## config.mk

```make
export PLATFORM = sky130hd
export DESIGN_NAME = rcr_regulator_ctrl_regs
export DESIGN_NICKNAME = d
export VERILOG_FILES = /design/src/rcr_pkg.sv /design/src/rcr_regulator_ctrl_regs.sv
export SDC_FILE = /design/constraint.sdc
export NUM_CORES = 1
export LEC_CHECK = 0
export BUFFER_PORTS_ARGS = -buffer_cell sky130_fd_sc_hd__buf_4
export CORE_MARGIN = 3
export CORE_UTILIZATION = 52
export DETAILED_ROUTE_END_ITERATION = 8
export PLACE_DENSITY = 0.78
export REMOVE_ABC_BUFFERS = 1
export SYNTH_ARGS = -nofsm -noshare
export SYNTH_HDL_FRONTEND = slang
export SYNTH_SLANG_ARGS = --single-unit
```

## constraint.sdc

```tcl
create_clock -name clk -period 6.2 [get_ports clk]
set_clock_uncertainty 0.1 [all_clocks]
set_input_delay 1.24 -clock clk [delete_from_list [all_inputs] [get_ports clk]]
set_output_delay 1.24 -clock clk [all_outputs]
set_load 0.02 [all_outputs]
```

## src/rcr_pkg.sv

```systemverilog
// constants, field layout and reset values of the regulator control registers
package rcr_pkg;
    // register offsets
    localparam logic [7:0] RCR_ADDR_CONV1_CONTROL = 8'h04;
    localparam logic [7:0] RCR_ADDR_CONV1_LIMIT_SLEW = 8'h05;
    localparam logic [7:0] RCR_ADDR_CONV0_VOLTAGE = 8'h06;
    localparam logic [7:0] RCR_ADDR_CONV1_VOLTAGE = 8'h07;
    localparam logic [7:0] RCR_ADDR_LIN0_CONTROL = 8'h08;
    localparam logic [7:0] RCR_ADDR_LIN1_CONTROL = 8'h09;
    localparam logic [7:0] RCR_READ_UNMAPPED = 8'h00;

    // reset values
    localparam logic [7:0] RCR_RST_CONV1_CONTROL = 8'h07;
    localparam logic [7:0] RCR_RST_CONV1_LIMIT_SLEW = 8'h1b;
    localparam logic [7:0] RCR_RST_CONV0_VOLTAGE = 8'hb1;
    localparam logic [7:0] RCR_RST_CONV1_VOLTAGE = 8'h93;
    localparam logic [7:0] RCR_RST_LIN0_CONTROL = 8'h07;
    localparam logic [7:0] RCR_RST_LIN1_CONTROL = 8'h07;

    // control register bit positions
    localparam int RCR_BIT_FORCED_PWM = 3;
    localparam int RCR_BIT_DISCHARGE = 2;
    localparam int RCR_BIT_PIN_CONTROL = 1;
    localparam int RCR_BIT_ENABLE = 0;

    // limit and slew field positions
    localparam int RCR_ILIM_MSB = 5;
    localparam int RCR_ILIM_LSB = 3;
    localparam int RCR_SLEW_MSB = 2;
    localparam int RCR_SLEW_LSB = 0;

    // current limit: 1500 mA at code 0, 500 mA per code, codes above 3 reserved
    localparam logic [2:0] RCR_ILIM_CODE_MAX = 3'h3;
    localparam logic [11:0] RCR_ILIM_BASE_MA = 12'h5dc;
    localparam logic [11:0] RCR_ILIM_STEP_MA = 12'h1f4;

    // ramp rate in uV/us per slew code, codes 0 and 1 reserved
    localparam logic [2:0] RCR_SLEW_CODE_MIN = 3'h2;
    localparam logic [13:0] RCR_RAMP_CODE2 = 14'h2710;
    localparam logic [13:0] RCR_RAMP_CODE3 = 14'h1d4c;
    localparam logic [13:0] RCR_RAMP_CODE4 = 14'h0ed8;
    localparam logic [13:0] RCR_RAMP_CODE5 = 14'h076c;
    localparam logic [13:0] RCR_RAMP_CODE6 = 14'h03ac;
    localparam logic [13:0] RCR_RAMP_CODE7 = 14'h01d6;

    // voltage code segments, outputs in mV
    localparam logic [7:0] RCR_VC_FINE_LO = 8'h14;
    localparam logic [7:0] RCR_VC_MID_LO = 8'h18;
    localparam logic [7:0] RCR_VC_COARSE_LO = 8'h9e;
    localparam logic [11:0] RCR_MV_FINE_BASE = 12'h2bc;
    localparam logic [11:0] RCR_MV_FINE_STEP = 12'h00a;
    localparam logic [11:0] RCR_MV_MID_BASE = 12'h2df;
    localparam logic [11:0] RCR_MV_MID_STEP = 12'h005;
    localparam logic [11:0] RCR_MV_COARSE_BASE = 12'h58c;
    localparam logic [11:0] RCR_MV_COARSE_STEP = 12'h014;

    // whole block state
    typedef struct packed {
        logic pin_meta;
        logic pin_sync;
        logic [7:0] conv1_control;
        logic [7:0] conv1_limit_and_slew;
        logic [7:0] conv0_voltage_code;
        logic [7:0] conv1_voltage_code;
        logic [7:0] lin0_control;
        logic [7:0] lin1_control;
        logic [7:0] rdata;
        logic rvalid;
        logic conv1_active;
        logic conv1_forced_pwm;
        logic conv1_discharge_on;
        logic lin0_active;
        logic lin0_discharge_on;
        logic lin1_active;
        logic lin1_discharge_on;
        logic [11:0] conv1_limit_ma;
        logic conv1_limit_reserved;
        logic [13:0] conv1_ramp_uv_us;
        logic conv1_ramp_reserved;
        logic [11:0] conv0_mv;
        logic conv0_code_reserved;
        logic [11:0] conv1_mv;
        logic conv1_code_reserved;
    } rcr_state_t;
endpackage

```

## src/rcr_regulator_ctrl_regs.sv

```systemverilog
// register slice steering the second converter, both converter voltages and the linear regulators
//
// Operation
// - mode bit 3: auto PFM/PWM or forced PWM
// - converter discharge resistor on only while disabled
// - pin control selects register-only or joint enable
// - converter enable bit turns converter off/on
// - current limit code 0..3 gives 1.5..3.0 A
// - current limit accepted any time while running
// - slew code 2..7 sets ramp 10..0.47 mV/us
// - codes 0x14..0x17 give 0.70..0.73 V, lower reserved
// - codes 0x18..0x9d give 0.735..1.4 V, 5 mV
// - codes 0x9e..0xff give 1.42..3.36 V, 20 mV
// - first linear discharge resistor on only while off
// - first linear pin control selects enable source
// - first linear enable bit turns it off/on
// - second linear pin control selects enable source
// - second linear enable bit turns it off/on
module rcr_regulator_ctrl_regs (
    // clock and reset
    input wire logic clk,
    input wire logic rst,
    // register port from the serial management interface
    input wire logic [7:0] reg_addr,
    input wire logic [7:0] reg_wdata,
    input wire logic reg_write,
    input wire logic reg_read,
    output logic [7:0] reg_rdata,
    output logic reg_rvalid,
    // external enable pin, asynchronous
    input wire logic enable_pin,
    // second converter controls
    output logic conv1_active,
    output logic conv1_forced_pwm,
    output logic conv1_discharge_on,
    output logic [2:0] conv1_current_limit,
    output logic [11:0] conv1_limit_ma,
    output logic conv1_limit_reserved,
    output logic [2:0] conv1_ramp_rate,
    output logic [13:0] conv1_ramp_uv_us,
    output logic conv1_ramp_reserved,
    // converter voltage codes and decoded targets
    output logic [7:0] conv0_voltage_code,
    output logic [11:0] conv0_mv,
    output logic conv0_code_reserved,
    output logic [7:0] conv1_voltage_code,
    output logic [11:0] conv1_mv,
    output logic conv1_code_reserved,
    // linear regulator controls
    output logic lin0_active,
    output logic lin0_discharge_on,
    output logic lin1_active,
    output logic lin1_discharge_on
);
    import rcr_pkg::*;

    rcr_state_t s;
    rcr_state_t next_s;

    // enable resolution shared by the second converter and both linear regulators
    function automatic logic rcr_resolve_enable(input logic [7:0] ctrl, input logic pin);
        logic en_bit;
        logic pin_ctl;
        en_bit = ctrl[RCR_BIT_ENABLE];
        pin_ctl = ctrl[RCR_BIT_PIN_CONTROL];
        // register bit alone, or bit and pin together
        return pin_ctl ? (en_bit & pin) : en_bit;
    endfunction

    // discharge resistor only attached while the regulator is off
    function automatic logic rcr_discharge(input logic [7:0] ctrl, input logic active);
        return ctrl[RCR_BIT_DISCHARGE] & ~active;
    endfunction

    // voltage code to target millivolts; reserved codes give zero
    function automatic logic [11:0] rcr_code_mv(input logic [7:0] code);
        logic [11:0] cw;
        logic [11:0] mv;
        cw = {4'h0, code};
        mv = 12'h000;
        if (code < RCR_VC_FINE_LO) begin
            mv = 12'h000;
        end else if (code < RCR_VC_MID_LO) begin
            mv = RCR_MV_FINE_BASE + 12'(RCR_MV_FINE_STEP * (cw - {4'h0, RCR_VC_FINE_LO}));
        end else if (code < RCR_VC_COARSE_LO) begin
            mv = RCR_MV_MID_BASE + 12'(RCR_MV_MID_STEP * (cw - {4'h0, RCR_VC_MID_LO}));
        end else begin
            mv = RCR_MV_COARSE_BASE + 12'(RCR_MV_COARSE_STEP * (cw - {4'h0, RCR_VC_COARSE_LO}));
        end
        return mv;
    endfunction

    // slew code to ramp rate, same for rising and falling edges
    function automatic logic [13:0] rcr_ramp(input logic [2:0] code);
        logic [13:0] r;
        case (code)
            3'h2: r = RCR_RAMP_CODE2;
            3'h3: r = RCR_RAMP_CODE3;
            3'h4: r = RCR_RAMP_CODE4;
            3'h5: r = RCR_RAMP_CODE5;
            3'h6: r = RCR_RAMP_CODE6;
            3'h7: r = RCR_RAMP_CODE7;
            default: r = 14'h0000;
        endcase
        return r;
    endfunction

    // next state
    always_comb begin
        logic [2:0] ilim;
        logic [2:0] slew;
        logic act1;
        logic act_l0;
        logic act_l1;
        ilim = 3'h0;
        slew = 3'h0;
        act1 = 1'b0;
        act_l0 = 1'b0;
        act_l1 = 1'b0;
        next_s = s;

        // two-stage synchroniser for the enable pin
        next_s.pin_meta = enable_pin;
        next_s.pin_sync = s.pin_meta;

        // register writes; all bits stored as written, reserved bits included
        if (reg_write) begin
            case (reg_addr)
                RCR_ADDR_CONV1_CONTROL: next_s.conv1_control = reg_wdata;
                // no enable gating here: the limit may change mid-operation
                RCR_ADDR_CONV1_LIMIT_SLEW: next_s.conv1_limit_and_slew = reg_wdata;
                RCR_ADDR_CONV0_VOLTAGE: next_s.conv0_voltage_code = reg_wdata;
                RCR_ADDR_CONV1_VOLTAGE: next_s.conv1_voltage_code = reg_wdata;
                RCR_ADDR_LIN0_CONTROL: next_s.lin0_control = reg_wdata;
                RCR_ADDR_LIN1_CONTROL: next_s.lin1_control = reg_wdata;
                default: next_s.rdata = s.rdata; // unmapped writes are dropped
            endcase
        end

        // register reads return the stored value one cycle later
        next_s.rvalid = reg_read;
        if (reg_read) begin
            case (reg_addr)
                RCR_ADDR_CONV1_CONTROL: next_s.rdata = s.conv1_control;
                RCR_ADDR_CONV1_LIMIT_SLEW: next_s.rdata = s.conv1_limit_and_slew;
                RCR_ADDR_CONV0_VOLTAGE: next_s.rdata = s.conv0_voltage_code;
                RCR_ADDR_CONV1_VOLTAGE: next_s.rdata = s.conv1_voltage_code;
                RCR_ADDR_LIN0_CONTROL: next_s.rdata = s.lin0_control;
                RCR_ADDR_LIN1_CONTROL: next_s.rdata = s.lin1_control;
                default: next_s.rdata = RCR_READ_UNMAPPED;
            endcase
        end

        // regulator enables from registered control and synced pin
        act1 = rcr_resolve_enable(s.conv1_control, s.pin_sync);
        act_l0 = rcr_resolve_enable(s.lin0_control, s.pin_sync);
        act_l1 = rcr_resolve_enable(s.lin1_control, s.pin_sync);
        next_s.conv1_active = act1;
        next_s.lin0_active = act_l0;
        next_s.lin1_active = act_l1;

        // discharge follows the freshly resolved enable so it never overlaps drive
        next_s.conv1_discharge_on = rcr_discharge(s.conv1_control, act1);
        next_s.lin0_discharge_on = rcr_discharge(s.lin0_control, act_l0);
        next_s.lin1_discharge_on = rcr_discharge(s.lin1_control, act_l1);

        // mode: 0 auto transitions, 1 held in forced pwm
        next_s.conv1_forced_pwm = s.conv1_control[RCR_BIT_FORCED_PWM];

        // current limit decode; reserved codes flagged, limit shown as zero
        ilim = s.conv1_limit_and_slew[RCR_ILIM_MSB:RCR_ILIM_LSB];
        if (ilim > RCR_ILIM_CODE_MAX) begin
            next_s.conv1_limit_ma = 12'h000;
            next_s.conv1_limit_reserved = 1'b1;
        end else begin
            next_s.conv1_limit_ma = RCR_ILIM_BASE_MA + 12'(RCR_ILIM_STEP_MA * {9'h000, ilim});
            next_s.conv1_limit_reserved = 1'b0;
        end

        // ramp rate decode
        slew = s.conv1_limit_and_slew[RCR_SLEW_MSB:RCR_SLEW_LSB];
        next_s.conv1_ramp_uv_us = rcr_ramp(slew);
        next_s.conv1_ramp_reserved = (slew < RCR_SLEW_CODE_MIN);

        // voltage decode for both converters
        next_s.conv0_mv = rcr_code_mv(s.conv0_voltage_code);
        next_s.conv0_code_reserved = (s.conv0_voltage_code < RCR_VC_FINE_LO);
        next_s.conv1_mv = rcr_code_mv(s.conv1_voltage_code);
        next_s.conv1_code_reserved = (s.conv1_voltage_code < RCR_VC_FINE_LO);

        // reset: register defaults, everything downstream quiet
        if (rst) begin
            next_s = '0;
            next_s.conv1_control = RCR_RST_CONV1_CONTROL;
            next_s.conv1_limit_and_slew = RCR_RST_CONV1_LIMIT_SLEW;
            next_s.conv0_voltage_code = RCR_RST_CONV0_VOLTAGE;
            next_s.conv1_voltage_code = RCR_RST_CONV1_VOLTAGE;
            next_s.lin0_control = RCR_RST_LIN0_CONTROL;
            next_s.lin1_control = RCR_RST_LIN1_CONTROL;
        end
    end

    // single state register
    always_ff @(posedge clk) begin
        s <= next_s;
    end

    // outputs straight from state flops
    assign reg_rdata = s.rdata;
    assign reg_rvalid = s.rvalid;
    assign conv1_active = s.conv1_active;
    assign conv1_forced_pwm = s.conv1_forced_pwm;
    assign conv1_discharge_on = s.conv1_discharge_on;
    assign conv1_current_limit = s.conv1_limit_and_slew[RCR_ILIM_MSB:RCR_ILIM_LSB];
    assign conv1_limit_ma = s.conv1_limit_ma;
    assign conv1_limit_reserved = s.conv1_limit_reserved;
    assign conv1_ramp_rate = s.conv1_limit_and_slew[RCR_SLEW_MSB:RCR_SLEW_LSB];
    assign conv1_ramp_uv_us = s.conv1_ramp_uv_us;
    assign conv1_ramp_reserved = s.conv1_ramp_reserved;
    assign conv0_voltage_code = s.conv0_voltage_code;
    assign conv0_mv = s.conv0_mv;
    assign conv0_code_reserved = s.conv0_code_reserved;
    assign conv1_voltage_code = s.conv1_voltage_code;
    assign conv1_mv = s.conv1_mv;
    assign conv1_code_reserved = s.conv1_code_reserved;
    assign lin0_active = s.lin0_active;
    assign lin0_discharge_on = s.lin0_discharge_on;
    assign lin1_active = s.lin1_active;
    assign lin1_discharge_on = s.lin1_discharge_on;
endmodule

```

==> impl_metrics.py <==
metrics = {
    "outcome": {
        "status": "complete, no violations",
    },
    "placement": {
        "dp_hpwl_mm": 16.79,
        "placed_area_um2": 9794,
        "place_ws_ns": 2.331,
        "port_buffers": 109,
        "gp_congestion": 0.9108,
    },
    "cts": {
        "h-tree-depth": 4,
        "worstSkewPairLatency_ns": 0.43,
        "cts-root-buf": "clkbuf_16",
        "post-cts-setup-buffers": 0,
        "path_clk_slew_ns": 0.06,
        "cts_resized": 0,
        "cts.path.max_buffers": 2,
        "cts_hold_buffers": 0,
        "cts_inserted_buffers": 17,
        "cts_tree": "done",
        "clock_sinks": 117,
    },
    "power": {
        "combPwrFrac_pct": 7.1,
        "cell_internal_pwr_mw": 1.467,
        "seqPwrFrac_pct": 39.6,
        "clockPowerShare_pct": 53.3,
        "powerDensity_nw_per_um2": 187.1,
        "power_switching_uw": 480.0,
        "irDropWorstVdd_v": 0.0001896,
        "sw_frac_of_total_pct": 24.65,
        "leakage_nw": 4.766,
    },
    "sta": {
        "tns_ns": 0,
        "period_minus_slack_ns": 3.966,
        "hold_viol": 0,
        "max_freq_ghz": 0.2521,
        "slew_viol_final": 0,
        "rsz0062_at_grt": "no",
        "slew_headroom_pct": 41.44,
        "finalSetupViolCount": 0,
        "fin_hold_ws_ns": 0.3544,
        "fin_crit_sh_pct": 63.97,
        "setup_ws_ns": 2.234,
        "worst_slew_pin_slew_ns": 0.8712,
    },
    "final_layout": {
        "utilization_pct": 59.14,
        "multi_input_area_um2": 6093,
        "num_antenna_cells": 0,
        "fin_nets": 1282,
        "fillers": 1539,
        "area_growth_pct": 9.635,
        "seq_area_um2": 2342,
        "fin_area_um2": 10410,
        "layout-drive-gt1-share_pct": 15.53,
    },
    "route": {
        "vias": 7846,
        "routed_wl_mm": 22.76,
        "drtAntennaViolNets": 0,
        "drc": 0,
        "drtIter0Drc": 747,
        "avgRoutedWirePerCell_um": 16.60,
        "first_pass_iters": 5,
        "vias_per_cell": 5.723,
    },
    "synth": {
        "synth_edf_count": 0,
        "yosys-top-cells-area": "dfxtp_1, ha_1, buf_4, xnor2_1, a21oi_1",
        "synth_area_leader_cell": "dfxtp_1",
        "yosys_warnings": 0,
        "synth_seq_cells": 117,
        "synth_top_area_share_pct": 24.67,
        "synth.distinct_cells": 78,
        "netlist_instances": 1125,
        "yosysMostFrequentCell": "dfxtp_1",
        "yosysSeqAreaShare_pct": 24.67,
        "synth_ff_type": "dfxtp_1",
        "synthTopCellsByCount": "dfxtp_1, ha_1, nor2_1",
        "async_reset_ff_share_pct": 0,
        "syn-cell-area_um2": 9493,
        "syn_area_per_cell_um2": 8.438,
    },
    "setup_path": {
        "reg2reg_depth": 15,
        "slowest_delay_ns": 0.67,
        "critical_path.startpoint": "conv1_voltage_code[3]$_SDFFE_PP0P_",
        "slowest_stage": "dfxtp_1",
        "cp-start-kind": "flop",
        "rrSetupSlack_ns": 2.23,
        "critPathCapture": "conv1_mv[11]$_SDFF_PP0_",
        "endpoint_kind": "flop",
        "cp_num_buf_inv": 1,
        "crit_type": "reg2reg",
        "cp.required_ns": 6.44,
        "timing.rr.end": "conv1_mv[11]$_SDFF_PP0_",
        "path_depth": 15,
        "cp_top_family": "adder cells",
        "arrival_ns": 4.21,
        "reg2reg_from": "conv1_voltage_code[3]$_SDFFE_PP0P_",
        "critPathMaxFanout": 12,
        "cp_cell_sequence": "inv_1 -> ha_1 -> a21oi_1 -> nand2_1 -> or2_2 -> nand2_1 -> ha_1 -> ha_1 -> nand3_1 -> o2111ai_1 -> xor2_1 -> o21ai_1 -> xnor2_1 -> nand2_1 -> a21oi_1",
    },
    "worst_hold_path": {
        "holdCritStartpoint": "s[82]$_SDFFE_PP0P_",
        "hp-class": "reg2reg",
    },
    "grt": {
        "grt_pass1_vias": 7739,
        "gr-total-overflow": 0,
        "grt_usage_pct": 23.11,
        "grt_first_pass_wirelength_mm": 37.88,
        "antenna_found_initial": 0,
        "grt_max_degree": 61,
    },
    "floorplanning": {
        "die_w_um": 141.1,
        "core_area_um2": 17600,
        "io_pins": 113,
        "rows": 48,
        "die_h_um": 141.1,
        "initial_core_util_pct": 53.95,
        "dieArea_um2": 19910,
    },
    "job": {
        "drv_cap": 0,
    },
}
==> final cells by class <==
class                   instances  area share (%)
multi-input cells             821           58.55
flip-flops and latches        117           22.51
repair buffers                111           8.007
clock buffers                  19           4.256
well taps                     225           2.705
inverters                      65           2.344
clock inverters                13           1.635
==> through the flow <==
stage                     cells  power, mW
after floorplan            1003     0.8598
after global routing       1371      2.004
after CTS                  1371      1.961
after global placement     1339     0.9234
final                      1371      1.947
after detailed placement   1339     0.9246
==> worst reg2reg max path: cells and delay by family, from the launching register on <==
family | cells | cell delay, ns
XOR/XNOR | 2 | 0.55
AND/OR/NAND/NOR | 5 | 0.73
flip-flops | 1 | 0.67
buffers and inverters | 1 | 0.18
AO/OA/AOI/OAI | 4 | 0.78
adder cells (fa/ha/maj) | 3 | 0.86
==> cells by family (layout without fill, tap and decap cells) <==
family	Yosys count	after routing	share of synthesized area, %
DFF	117	117	24.67
and+or+nand+nor	334	334	17.79
xor gates and xnor gates	87	87	8.172
AOI/OAI and AO/OA	246	246	17.00
muxes	23	23	2.649
other	1	3	0.03950
buffers and inverters	189	208	11.22
adders and majority gates	128	128	18.45
==> power groups by stage <==
stage          Combinational, mW  Sequential [mW]  Clock [mW]
3_5_place_dp               0.137            0.787           0
2_1_floorplan             0.0568            0.803           0
6_report                   0.138            0.771        1.04
5_1_grt                    0.149            0.772        1.08
3_3_place_gp               0.136            0.788           0
4_1_cts                    0.138            0.771        1.05
==> worst min path at each step <==
stage / to / slack, ns / cells after the start
2_1_floorplan: s[118]$_SDFF_PP0_ / 0.31 / 1
4_1_cts: s[82]$_SDFFE_PP0P_ / 0.36 / 2
6_report: s[82]$_SDFFE_PP0P_ / 0.35 / 2
5_1_grt: s[77]$_SDFFE_PP0P_ / 0.38 / 2
3_5_place_dp: s[82]$_SDFFE_PP0P_ / 0.35 / 2
3_3_place_gp: s[83]$_SDFFE_PP0P_ / 0.34 / 2
==> state kept, by name (all words and copies together), names as in the netlist, 3 cells and up <==
signal	flops
conv1_voltage_code	8
reg_rdata	8
conv0_voltage_code	8
s	28
conv1_ramp_uv_us	13
conv1_limit_ma	10
conv1_ramp_rate	3
conv1_current_limit	3
conv0_mv	12
conv1_mv	12
==> placed cells by master, fill, tap and decap left out, types with 6 or more instances in the layout <==
cell type and n:
o21a_1 10, ha_1 108, inv_1 63, nor3_1 21
dfxtp_1 117, o211ai_1 15, xor2_1 39, fa_1 20
a21o_1 13, nor3b_1 10, a211oi_1 26, nand2b_1 7
nand3_1 32, and3_1 6, a21oi_1 81, mux2i_1 15
a31oi_1 6, mux2_2 7, nand2_1 75, a22oi_1 18
buf_4 111, nor2_1 107, xnor2_1 47, nor2b_1 20
clkbuf_16 17, or2_2 9, a211o_1 7, or3_1 6
o21ai_0 30
==> routing by layer <==
metal / GRT usage (%) / share of wire, % / up-vias / routed length [um]
met3: 6.309 / 6.7 / 45 / 1529
met4: 7.139 / 2.1 / 0 / 474
met2: 37.17 / 46 / 254 / 10570
met1: 30.26 / 45 / 3694 / 10180
li1: - / - / 3853 / -
met5: 0 / 0 / - / 0
No activity file was read; power rests on OpenSTA's default activity.
